`src/common/vai_defs.svh`:
```
// constants for the address-modifier select and utility interrupt block
// assumes a 25 MHz register clock and an AXI4-Lite byte address of 8 bits
`ifndef VAI_DEFS_SVH
`define VAI_DEFS_SVH

`define VAI_AW             8
// printed register indices; byte address is four times the index
`define VAI_IDX_AM_SEL     32'hfffe200d
`define VAI_IDX_VME_MASK   32'hfffe200f
`define VAI_IDX_UTIL_MASK  32'hfffe2011
`define VAI_IDX_UTIL_VEC   32'hfffe2013
// extra byte addresses for status and interrupter level
`define VAI_ADDR_STATUS    8'h50
`define VAI_ADDR_IRQ_LVL   8'h54
// register select codes
`define VAI_SEL_NONE       3'h0
`define VAI_SEL_AM         3'h1
`define VAI_SEL_VMASK      3'h2
`define VAI_SEL_UMASK      3'h3
`define VAI_SEL_VEC        3'h4
`define VAI_SEL_STATUS     3'h5
`define VAI_SEL_IRQ_LVL    3'h6
// field positions
`define VAI_AM_SRC_BIT     7
`define VAI_AM_CODE_MSB    5
`define VAI_VEC_BASE_LSB   3
// low vector bits on a plain read: the register offset
`define VAI_VEC_OFFSET_ID  3'h3
// utility source levels
`define VAI_LVL_NONE       3'h0
`define VAI_LVL_LOW_ATT    3'h1
`define VAI_LVL_WATCH0     3'h2
`define VAI_LVL_IACK       3'h3
`define VAI_LVL_WATCH1     3'h4
`define VAI_LVL_HIGH_ATT   3'h5
`define VAI_LVL_SYSFAIL    3'h6
`define VAI_LVL_PWERR      3'h7
// reset values and bus answers
`define VAI_RST_BYTE       8'h00
`define VAI_RST_SYNC       8'hff
`define VAI_RESP_OKAY      2'h0
`define VAI_RESP_SLVERR    2'h2

`endif

```
`src/common/vai_pkg.sv`:
```
// types shared by the address-modifier select and utility interrupt block
// assumes vai_defs.svh is on the include path
package vai_pkg;

    // one-cycle utility events from neighbouring logic, same clock
    typedef struct packed {
        logic posted_write_bus_error;
        logic high_attention_flag;
        logic location_watcher_1;
        logic ack_done;
        logic location_watcher_0;
        logic low_attention_flag;
    } vai_evt_t;

    // local cpu interrupt acknowledge, level from address lines a01-a03
    typedef struct packed {
        logic       valid;
        logic [2:0] level;
    } vai_ack_t;

    // utility interrupt request toward the local cpu
    typedef struct packed {
        logic       req;
        logic [2:0] level;
    } vai_irq_t;

    // read channel states
    typedef enum logic [1:0] {
        VAI_RD_IDLE = 2'b01,
        VAI_RD_RESP = 2'b10
    } vai_rd_state_t;

endpackage : vai_pkg

```
`src/hdl/vai_top.sv`:
```
// address-modifier select, vme irq masking and utility interrupt handler
// assumes one 25 MHz clock, an AXI4-Lite master with 8-bit addresses,
// same-clock event pulses and asynchronous vme irq and sysfail pins
//
// Register access over AXI4-Lite was decided locally.
`include "vai_defs.svh"
`timescale 1ns/10ps
`default_nettype none

module vai_top
    import vai_pkg::*;
(
    input  wire logic                  ref_clk_in,
    input  wire logic                  rstn_in,
    input  wire logic                  sys_reset_in,
    input  wire logic [`VAI_AW-1:0]    s_axi_awaddr_in,
    input  wire logic                  s_axi_awvalid_in,
    output var  logic                  s_axi_awready_out,
    input  wire logic [31:0]           s_axi_wdata_in,
    input  wire logic [3:0]            s_axi_wstrb_in,
    input  wire logic                  s_axi_wvalid_in,
    output var  logic                  s_axi_wready_out,
    output var  logic [1:0]            s_axi_bresp_out,
    output var  logic                  s_axi_bvalid_out,
    input  wire logic                  s_axi_bready_in,
    input  wire logic [`VAI_AW-1:0]    s_axi_araddr_in,
    input  wire logic                  s_axi_arvalid_in,
    output var  logic                  s_axi_arready_out,
    output var  logic [31:0]           s_axi_rdata_out,
    output var  logic [1:0]            s_axi_rresp_out,
    output var  logic                  s_axi_rvalid_out,
    input  wire logic                  s_axi_rready_in,
    input  wire logic [5:0]            dyn_am_in,
    output var  logic [5:0]            am_out,
    input  wire logic [7:1]            vme_irq_n_in,
    input  wire logic                  sysfail_n_in,
    input  wire logic                  pc_global_enable_in,
    input  wire vai_evt_t              util_evt_in,
    input  wire vai_ack_t              cpu_ack_in,
    output var  logic [7:1]            vme_irq_pass_out,
    output var  vai_irq_t              util_irq_out,
    output var  logic [7:0]            vector_out,
    output var  logic                  vector_valid_out,
    output var  logic                  location_watcher_0_out,
    output var  logic [2:0]            irq_request_level_out
);

    // byte address of a printed register index
    function automatic logic [`VAI_AW-1:0] idx_byte(input logic [31:0] idx);
        idx_byte = {idx[`VAI_AW-3:0], 2'b00};
    endfunction : idx_byte

    // register select from a byte address, shared by read and write
    function automatic logic [2:0] reg_decode(input logic [`VAI_AW-1:0] a);
        if (a == idx_byte(`VAI_IDX_AM_SEL))
            reg_decode = `VAI_SEL_AM;
        else if (a == idx_byte(`VAI_IDX_VME_MASK))
            reg_decode = `VAI_SEL_VMASK;
        else if (a == idx_byte(`VAI_IDX_UTIL_MASK))
            reg_decode = `VAI_SEL_UMASK;
        else if (a == idx_byte(`VAI_IDX_UTIL_VEC))
            reg_decode = `VAI_SEL_VEC;
        else if (a == `VAI_ADDR_STATUS)
            reg_decode = `VAI_SEL_STATUS;
        else if (a == `VAI_ADDR_IRQ_LVL)
            reg_decode = `VAI_SEL_IRQ_LVL;
        else
            reg_decode = `VAI_SEL_NONE;
    endfunction : reg_decode

    // highest set level of a pending vector, none gives zero
    function automatic logic [2:0] top_level(input logic [7:1] v);
        top_level = `VAI_LVL_NONE;
        for (int i = 1; i <= 7; i++) begin
            if (v[i])
                top_level = 3'(i);
        end
    endfunction : top_level

    logic                  aw_have_reg;
    logic [`VAI_AW-1:0]    aw_addr_reg;
    logic                  w_have_reg;
    logic [7:0]            w_data_reg;
    logic                  w_lane0_reg;
    vai_rd_state_t         rd_state_reg;
    logic [7:0]            rd_byte_next;
    logic [2:0]            wr_sel;
    logic [2:0]            rd_sel;
    logic                  do_write;
    logic                  wr_en;
    logic                  am_src_reg;
    logic [5:0]            am_code_reg;
    logic [7:1]            vmask_reg;
    logic [7:1]            umask_reg;
    logic [7:3]            vbase_reg;
    logic [2:0]            ilvl_reg;
    logic [7:0]            sync1_reg;
    logic [7:0]            sync2_reg;
    logic [7:0]            sync3_reg;
    logic [7:0]            filt_reg;
    logic [7:1]            pend_reg;
    logic [7:1]            pend_next;
    logic [7:1]            util_set;
    logic [7:1]            util_clr;
    logic [7:1]            util_enabled;
    logic                  sysfail_act;

    // write channel: address and data taken in either order, held
    // until the response is taken so only one write is in flight
    always_ff @(posedge ref_clk_in or negedge rstn_in) begin
        if (!rstn_in) begin
            aw_have_reg       <= 1'b0;
            aw_addr_reg       <= '0;
            s_axi_awready_out <= 1'b1;
        end else if (s_axi_awvalid_in && s_axi_awready_out) begin
            aw_have_reg       <= 1'b1;
            aw_addr_reg       <= s_axi_awaddr_in;
            s_axi_awready_out <= 1'b0;
        end else if (s_axi_bvalid_out && s_axi_bready_in) begin
            aw_have_reg       <= 1'b0;
            s_axi_awready_out <= 1'b1;
        end
    end

    always_ff @(posedge ref_clk_in or negedge rstn_in) begin
        if (!rstn_in) begin
            w_have_reg       <= 1'b0;
            w_data_reg       <= `VAI_RST_BYTE;
            w_lane0_reg      <= 1'b0;
            s_axi_wready_out <= 1'b1;
        end else if (s_axi_wvalid_in && s_axi_wready_out) begin
            w_have_reg       <= 1'b1;
            w_data_reg       <= s_axi_wdata_in[7:0];
            w_lane0_reg      <= s_axi_wstrb_in[0];
            s_axi_wready_out <= 1'b0;
        end else if (s_axi_bvalid_out && s_axi_bready_in) begin
            w_have_reg       <= 1'b0;
            s_axi_wready_out <= 1'b1;
        end
    end

    // registers are one byte wide, so only lane 0 stores anything
    assign wr_sel   = reg_decode(aw_addr_reg);
    assign do_write = aw_have_reg && w_have_reg && !s_axi_bvalid_out;
    assign wr_en    = do_write && w_lane0_reg;

    // write response one cycle after both halves are held
    always_ff @(posedge ref_clk_in or negedge rstn_in) begin
        if (!rstn_in) begin
            s_axi_bvalid_out <= 1'b0;
            s_axi_bresp_out  <= `VAI_RESP_OKAY;
        end else if (do_write) begin
            s_axi_bvalid_out <= 1'b1;
            s_axi_bresp_out  <= (wr_sel == `VAI_SEL_NONE) ?
                                `VAI_RESP_SLVERR : `VAI_RESP_OKAY;
        end else if (s_axi_bready_in) begin
            s_axi_bvalid_out <= 1'b0;
        end
    end

    // read mux; vector low bits show the offset on a plain read
    assign rd_sel = reg_decode(s_axi_araddr_in);
    always_comb begin
        unique case (rd_sel)
            `VAI_SEL_AM:      rd_byte_next = {am_src_reg, 1'b0, am_code_reg};
            `VAI_SEL_VMASK:   rd_byte_next = {vmask_reg, 1'b0};
            `VAI_SEL_UMASK:   rd_byte_next = {umask_reg, 1'b0};
            `VAI_SEL_VEC:     rd_byte_next = {vbase_reg,
                                              `VAI_VEC_OFFSET_ID};
            `VAI_SEL_STATUS:  rd_byte_next = {pend_reg,
                                              location_watcher_0_out};
            `VAI_SEL_IRQ_LVL: rd_byte_next = {5'h00, ilvl_reg};
            default:          rd_byte_next = `VAI_RST_BYTE;
        endcase
    end

    // read channel: data one cycle after the address is taken
    always_ff @(posedge ref_clk_in or negedge rstn_in) begin
        if (!rstn_in) begin
            rd_state_reg    <= VAI_RD_IDLE;
            s_axi_rdata_out <= '0;
            s_axi_rresp_out <= `VAI_RESP_OKAY;
        end else begin
            unique case (rd_state_reg)
                VAI_RD_IDLE: begin
                    if (s_axi_arvalid_in) begin
                        rd_state_reg    <= VAI_RD_RESP;
                        s_axi_rdata_out <= {24'h000000, rd_byte_next};
                        s_axi_rresp_out <= (rd_sel == `VAI_SEL_NONE) ?
                                           `VAI_RESP_SLVERR : `VAI_RESP_OKAY;
                    end
                end
                VAI_RD_RESP: begin
                    if (s_axi_rready_in)
                        rd_state_reg <= VAI_RD_IDLE;
                end
                default: rd_state_reg <= VAI_RD_IDLE;
            endcase
        end
    end

    assign s_axi_arready_out = rd_state_reg[0];
    assign s_axi_rvalid_out  = rd_state_reg[1];

    // am select register, cleared by vme system reset
    always_ff @(posedge ref_clk_in or negedge rstn_in) begin
        if (!rstn_in) begin
            am_src_reg  <= 1'b0;
            am_code_reg <= 6'h00;
        end else if (sys_reset_in) begin
            am_src_reg  <= 1'b0;
            am_code_reg <= 6'h00;
        end else if (wr_en && wr_sel == `VAI_SEL_AM) begin
            am_src_reg  <= w_data_reg[`VAI_AM_SRC_BIT];
            am_code_reg <= w_data_reg[`VAI_AM_CODE_MSB:0];
        end
    end

    // am lines: stored code passes unscreened, reserved codes included
    always_ff @(posedge ref_clk_in or negedge rstn_in) begin
        if (!rstn_in)
            am_out <= 6'h00;
        else if (am_src_reg)
            am_out <= am_code_reg;
        else
            am_out <= dyn_am_in;
    end

    // mask and vector base registers, cleared by any reset
    always_ff @(posedge ref_clk_in or negedge rstn_in) begin
        if (!rstn_in) begin
            vmask_reg <= 7'h00;
            umask_reg <= 7'h00;
            vbase_reg <= 5'h00;
        end else if (sys_reset_in) begin
            vmask_reg <= 7'h00;
            umask_reg <= 7'h00;
            vbase_reg <= 5'h00;
        end else if (wr_en) begin
            if (wr_sel == `VAI_SEL_VMASK)
                vmask_reg <= w_data_reg[7:1];
            if (wr_sel == `VAI_SEL_UMASK)
                umask_reg <= w_data_reg[7:1];
            if (wr_sel == `VAI_SEL_VEC)
                vbase_reg <= w_data_reg[7:`VAI_VEC_BASE_LSB];
        end
    end

    // interrupter request level; the iack answer beats a same-cycle write
    always_ff @(posedge ref_clk_in or negedge rstn_in) begin
        if (!rstn_in)
            ilvl_reg <= 3'h0;
        else if (sys_reset_in || util_evt_in.ack_done)
            ilvl_reg <= 3'h0;
        else if (wr_en && wr_sel == `VAI_SEL_IRQ_LVL)
            ilvl_reg <= w_data_reg[2:0];
    end

    assign irq_request_level_out = ilvl_reg;

    // pin synchroniser: a change counts once stages two and three agree
    always_ff @(posedge ref_clk_in or negedge rstn_in) begin
        if (!rstn_in) begin
            sync1_reg <= `VAI_RST_SYNC;
            sync2_reg <= `VAI_RST_SYNC;
            sync3_reg <= `VAI_RST_SYNC;
            filt_reg  <= `VAI_RST_SYNC;
        end else begin
            sync1_reg <= {sysfail_n_in, vme_irq_n_in};
            sync2_reg <= sync1_reg;
            sync3_reg <= sync2_reg;
            filt_reg  <= (sync2_reg & sync3_reg) |
                         (filt_reg & (sync2_reg ^ sync3_reg));
        end
    end

    // vme irq levels reach the cpu through mask and global enable
    always_ff @(posedge ref_clk_in or negedge rstn_in) begin
        if (!rstn_in)
            vme_irq_pass_out <= 7'h00;
        else
            vme_irq_pass_out <= ~filt_reg[6:0] & vmask_reg
                                & {7{pc_global_enable_in}};
    end

    // utility sources in level order; sysfail is a live level
    assign sysfail_act = ~filt_reg[7];
    assign util_set = {util_evt_in.posted_write_bus_error,
                       1'b0,
                       util_evt_in.high_attention_flag,
                       util_evt_in.location_watcher_1,
                       util_evt_in.ack_done,
                       util_evt_in.location_watcher_0,
                       util_evt_in.low_attention_flag};
    // a flag clears on cpu acknowledge of its level or a status write 1
    always_comb begin
        util_clr = 7'h00;
        if (cpu_ack_in.valid && cpu_ack_in.level != `VAI_LVL_NONE)
            util_clr[cpu_ack_in.level] = 1'b1;
        if (wr_en && wr_sel == `VAI_SEL_STATUS)
            util_clr = util_clr | w_data_reg[7:1];
    end

    // set beats clear so an event meeting its clear is not lost
    always_comb begin
        pend_next = util_set | (pend_reg & ~util_clr);
        pend_next[`VAI_LVL_SYSFAIL] = sysfail_act;
        if (sys_reset_in)
            pend_next = {1'b0, sysfail_act, 5'h00};
    end

    always_ff @(posedge ref_clk_in or negedge rstn_in) begin
        if (!rstn_in) begin
            pend_reg               <= 7'h00;
            location_watcher_0_out <= 1'b1;
        end else begin
            pend_reg               <= pend_next;
            location_watcher_0_out <= ~pend_next[`VAI_LVL_WATCH0];
        end
    end

    // request the highest enabled level; lower ones stay pending
    assign util_enabled = pend_reg & umask_reg;
    always_ff @(posedge ref_clk_in or negedge rstn_in) begin
        if (!rstn_in) begin
            util_irq_out <= '0;
        end else begin
            util_irq_out.req   <= (|util_enabled) && pc_global_enable_in;
            util_irq_out.level <= top_level(util_enabled);
        end
    end

    // acknowledge vector: base bits over the cpu address lines
    always_ff @(posedge ref_clk_in or negedge rstn_in) begin
        if (!rstn_in) begin
            vector_out       <= 8'h00;
            vector_valid_out <= 1'b0;
        end else begin
            vector_valid_out <= cpu_ack_in.valid;
            if (cpu_ack_in.valid)
                vector_out <= {vbase_reg, cpu_ack_in.level};
        end
    end
endmodule : vai_top

`default_nettype wire

```
`config.mk`:
```
export PLATFORM = sky130hd
export DESIGN_NAME = vai_top
export DESIGN_NICKNAME = d
export VERILOG_FILES = /design/src/common/vai_pkg.sv /design/src/hdl/vai_top.sv
export VERILOG_INCLUDE_DIRS = /design/src /design/src/common
export SDC_FILE = /design/constraint.sdc
export NUM_CORES = 1
export LEC_CHECK = 0
export CAP_MARGIN = 25
export CORE_ASPECT_RATIO = 1.75
export CORE_MARGIN = 1
export CORE_UTILIZATION = 55
export DETAILED_ROUTE_END_ITERATION = 16
export DONT_BUFFER_PORTS = 1
export GPL_ROUTABILITY_DRIVEN = 0
export PLACE_DENSITY = 0.7
export SETUP_SLACK_MARGIN = 0.02
export SKIP_LAST_GASP = 1
export SYNTH_ARGS = -nofsm -noshare
export SYNTH_HDL_FRONTEND = slang
export SYNTH_SLANG_ARGS = --single-unit
```
`constraint.sdc`:
```
create_clock -name ref_clk_in -period 5.9 [get_ports ref_clk_in]
set_clock_uncertainty 0.2 [all_clocks]
set_input_delay 1.18 -clock ref_clk_in [delete_from_list [all_inputs] [get_ports ref_clk_in]]
set_output_delay 1.18 -clock ref_clk_in [all_outputs]
set_load 0.02 [all_outputs]
```
==> summary.txt <==
Starting Density - 56.3%
Synth cell types - 50
First DRT Iteration DRCs - 144
Clk pin slew, worst setup/hold paths - 0.05 ns
Max Transition Viols Final - 0
EDFF count, synth - 0
Period minus WS final - 2.42 ns
Final Cell Area - 0.00613 mm^2
Static leakage power - 2.73 nW
Worst EP arrival - 2.54 ns
Multi-input gate area - 0.00206 mm^2
GR Overflow Total - 0
CTS tree - built
Largest net degree at the start of global routing - 130
Ratio of cells with drive above 1 in the final layout - 23.6%
CTS resizes - 0
Critical path type - primary input to flip-flop
CTS buffer count - 17
Max-cap viol count - 0
Max stage delay on crit path - 0.50 ns
Dominant cells by area after synthesis - dfrtp_1, dfstp_2, mux2_2
Final Hold Vio Count - 0
Critical path cell sequence - or3_1 -> nor3_1 -> a222oi_1 -> a21oi_1
Vias in the first global route - 3,372
Setup-failing EPs final - 0
Worst setup SP type - primary input
Vias - 3,329
Most common cell in the netlist - dfrtp_1
Min-delay worst type - flip-flop to flip-flop
Storage element area - 0.00327 mm^2
RSZ-0062 raised after global routing - false
I/O Pins - 156
Yosys Warn Count - 0
Placed wire-length estimate - 8060 um
Post-synthesis sequential area ratio - 59.4%
VDD IR-drop max - 0.335 mV
Worst slew margin - 43.9%
H-tree depth - 4
Clk_lat worst skew - 0.41 ns
Fillers - 775
Final wirelength - 11,200 um
Nets - 530
GRT Overall Usage - 22.9%
CTS Root Cell - clkbuf_16
First-pass GRT wire length - 17,500 um
Post-CTS Setup Bufs - 0
Area delta synth->final - 11.2%
Count of input and output buffers - 0
Top delay family on crit path - simple AND/OR/NAND/NOR gates
Setup TNS - 0 ns
Post-DP Area - 0.00552 mm^2
N_diodes - 0
Post-CTS Hold Fix Bufs - 0
Post-synth ARST share - 100%
CP max stage cell - nor3_1
Count of state elements after synthesis - 129
CTS max path bufs - 2
Prevailing post-synth register cell - dfrtp_1
# rows - 48
Die area - 0.0104 mm^2
Mapped Cells - 429
Fmax - 413 MHz
Wire per inst - 19.5 um
Crit. End Element - flip-flop
Top cells by count, synth - dfrtp_1, nor2_1, dfstp_2
Die Ht - 134 um
CTS sink cnt - 129
PD cells - 416 mW/mm^2
WP buf/inv - 0
Area leader, netlist - dfrtp_1
Cell Area, Synth - 0.00551 mm^2
DRT Pass-1 Iters - 5
Post-synth top area share - 42.2%
WP data required - 6.02 ns
Die Wd - 77.7 um
Core Box Area - 0.00979 mm^2
Post-route ant nets - 0
Mean area per synthesized cell - 12.8 um^2
Tcrit/Tclk final - 41.0%
Crit Path Max Fanout - 7
Outcome - finished, final reports clean
Vias per Instance - 5.79
Worst-Margin Slew - 0.833 ns
Post-route DRC - 0
Initial antenna violation count - 0
[cells in the final DEF, fill, tap and decap left out, types with 3 or more instances in the layout]
master,count
a21oi_1,17
a22oi_1,4
dfrtp_1,93
ha_1,8
o21ba_1,5
mux2i_1,32
clkinv_4,3
a222oi_1,3
a22o_1,12
nor3_1,5
inv_1,9
mux2_2,30
clkbuf_16,20
nand2_1,23
and3b_1,3
o21a_1,3
inv_4,4
a21o_1,9
a32o_1,3
conb_1,26
nand3b_1,4
nor4_4,5
nor2b_1,3
nor3b_1,4
nor2_1,42
dfstp_2,36
o21ai_0,7
nand2b_1,4
[area by class of cell]
class | instances | area share (%)
Inverter | 9 | 0.551
Tap cell | 125 | 2.55
Multi-Input combinational cell | 280 | 33.5
Clock inverter | 10 | 1.49
Sequential cell | 129 | 53.4
Clock buffer | 22 | 8.45
[metrics by stage]
| stage | power (mW) | util, % | std cells | hold WS, ns | setup slack (ns) |
|---|---|---|---|---|---|
| after floorplan | 1.45 | - | 454 | 0.145 | 3.35 |
| after global placement | 1.50 | 56.4 | 543 | 0.146 | 3.18 |
| after detailed placement | 1.52 | 56.4 | 543 | 0.147 | 3.10 |
| after CTS | 2.58 | 62.6 | 575 | 0.155 | 3.47 |
| after global routing | 2.65 | 62.6 | 575 | 0.156 | 3.31 |
| final | 2.55 | 62.6 | 575 | 0.154 | 3.48 |
[metal layers]
| metal | track usage, % | vias up | wire (um) |
|---|---|---|---|
| li1 | - | 1505 | - |
| met1 | 23.7 | 1668 | 4000 |
| met2 | 40.6 | 134 | 6180 |
| met3 | 7.82 | 22 | 725 |
| met4 | 11.2 | 0 | 333 |
| met5 | 0 | - | 0 |
[logic make-up after synthesis]
kind of cell | synth area share [%]
AND/OR/NAND/NOR | 11.9
AO/OA/AOI/OAI | 9.93
other | 0.0681
flip-flops | 59.4
adder cells (fa/ha/maj) | 1.82
buffers and inverters | 4.97
multiplexers | 11.9
[report_power, final]
group          total (mW)  switching, mW  internal [mW]  leakage [nW]
clock                1.05          0.380          0.668         0.307
combinational       0.269          0.141          0.128         0.849
sequential           1.23          0.201           1.03          1.58
total                2.55          0.722           1.83          2.73
[worst paths after layout]
path | cells after the start | from | to | slack (ns)
max reg2reg | 4 | aw_addr_reg[1] | pend_reg[2] | 3.50
min in group asynchronous | 0 | rstn_in | am_out[3] | 0.27
max | 4 | s_axi_araddr_in[3] | s_axi_rdata_out[4] | 3.48
min | 0 | sync1_reg[4] | sync2_reg[4] | 0.15
min reg2reg | 0 | sync1_reg[4] | sync2_reg[4] | 0.15
max in group asynchronous | 0 | rstn_in | rd_state_reg[0] | 4.97
Power figures use the tool's default switching activity.
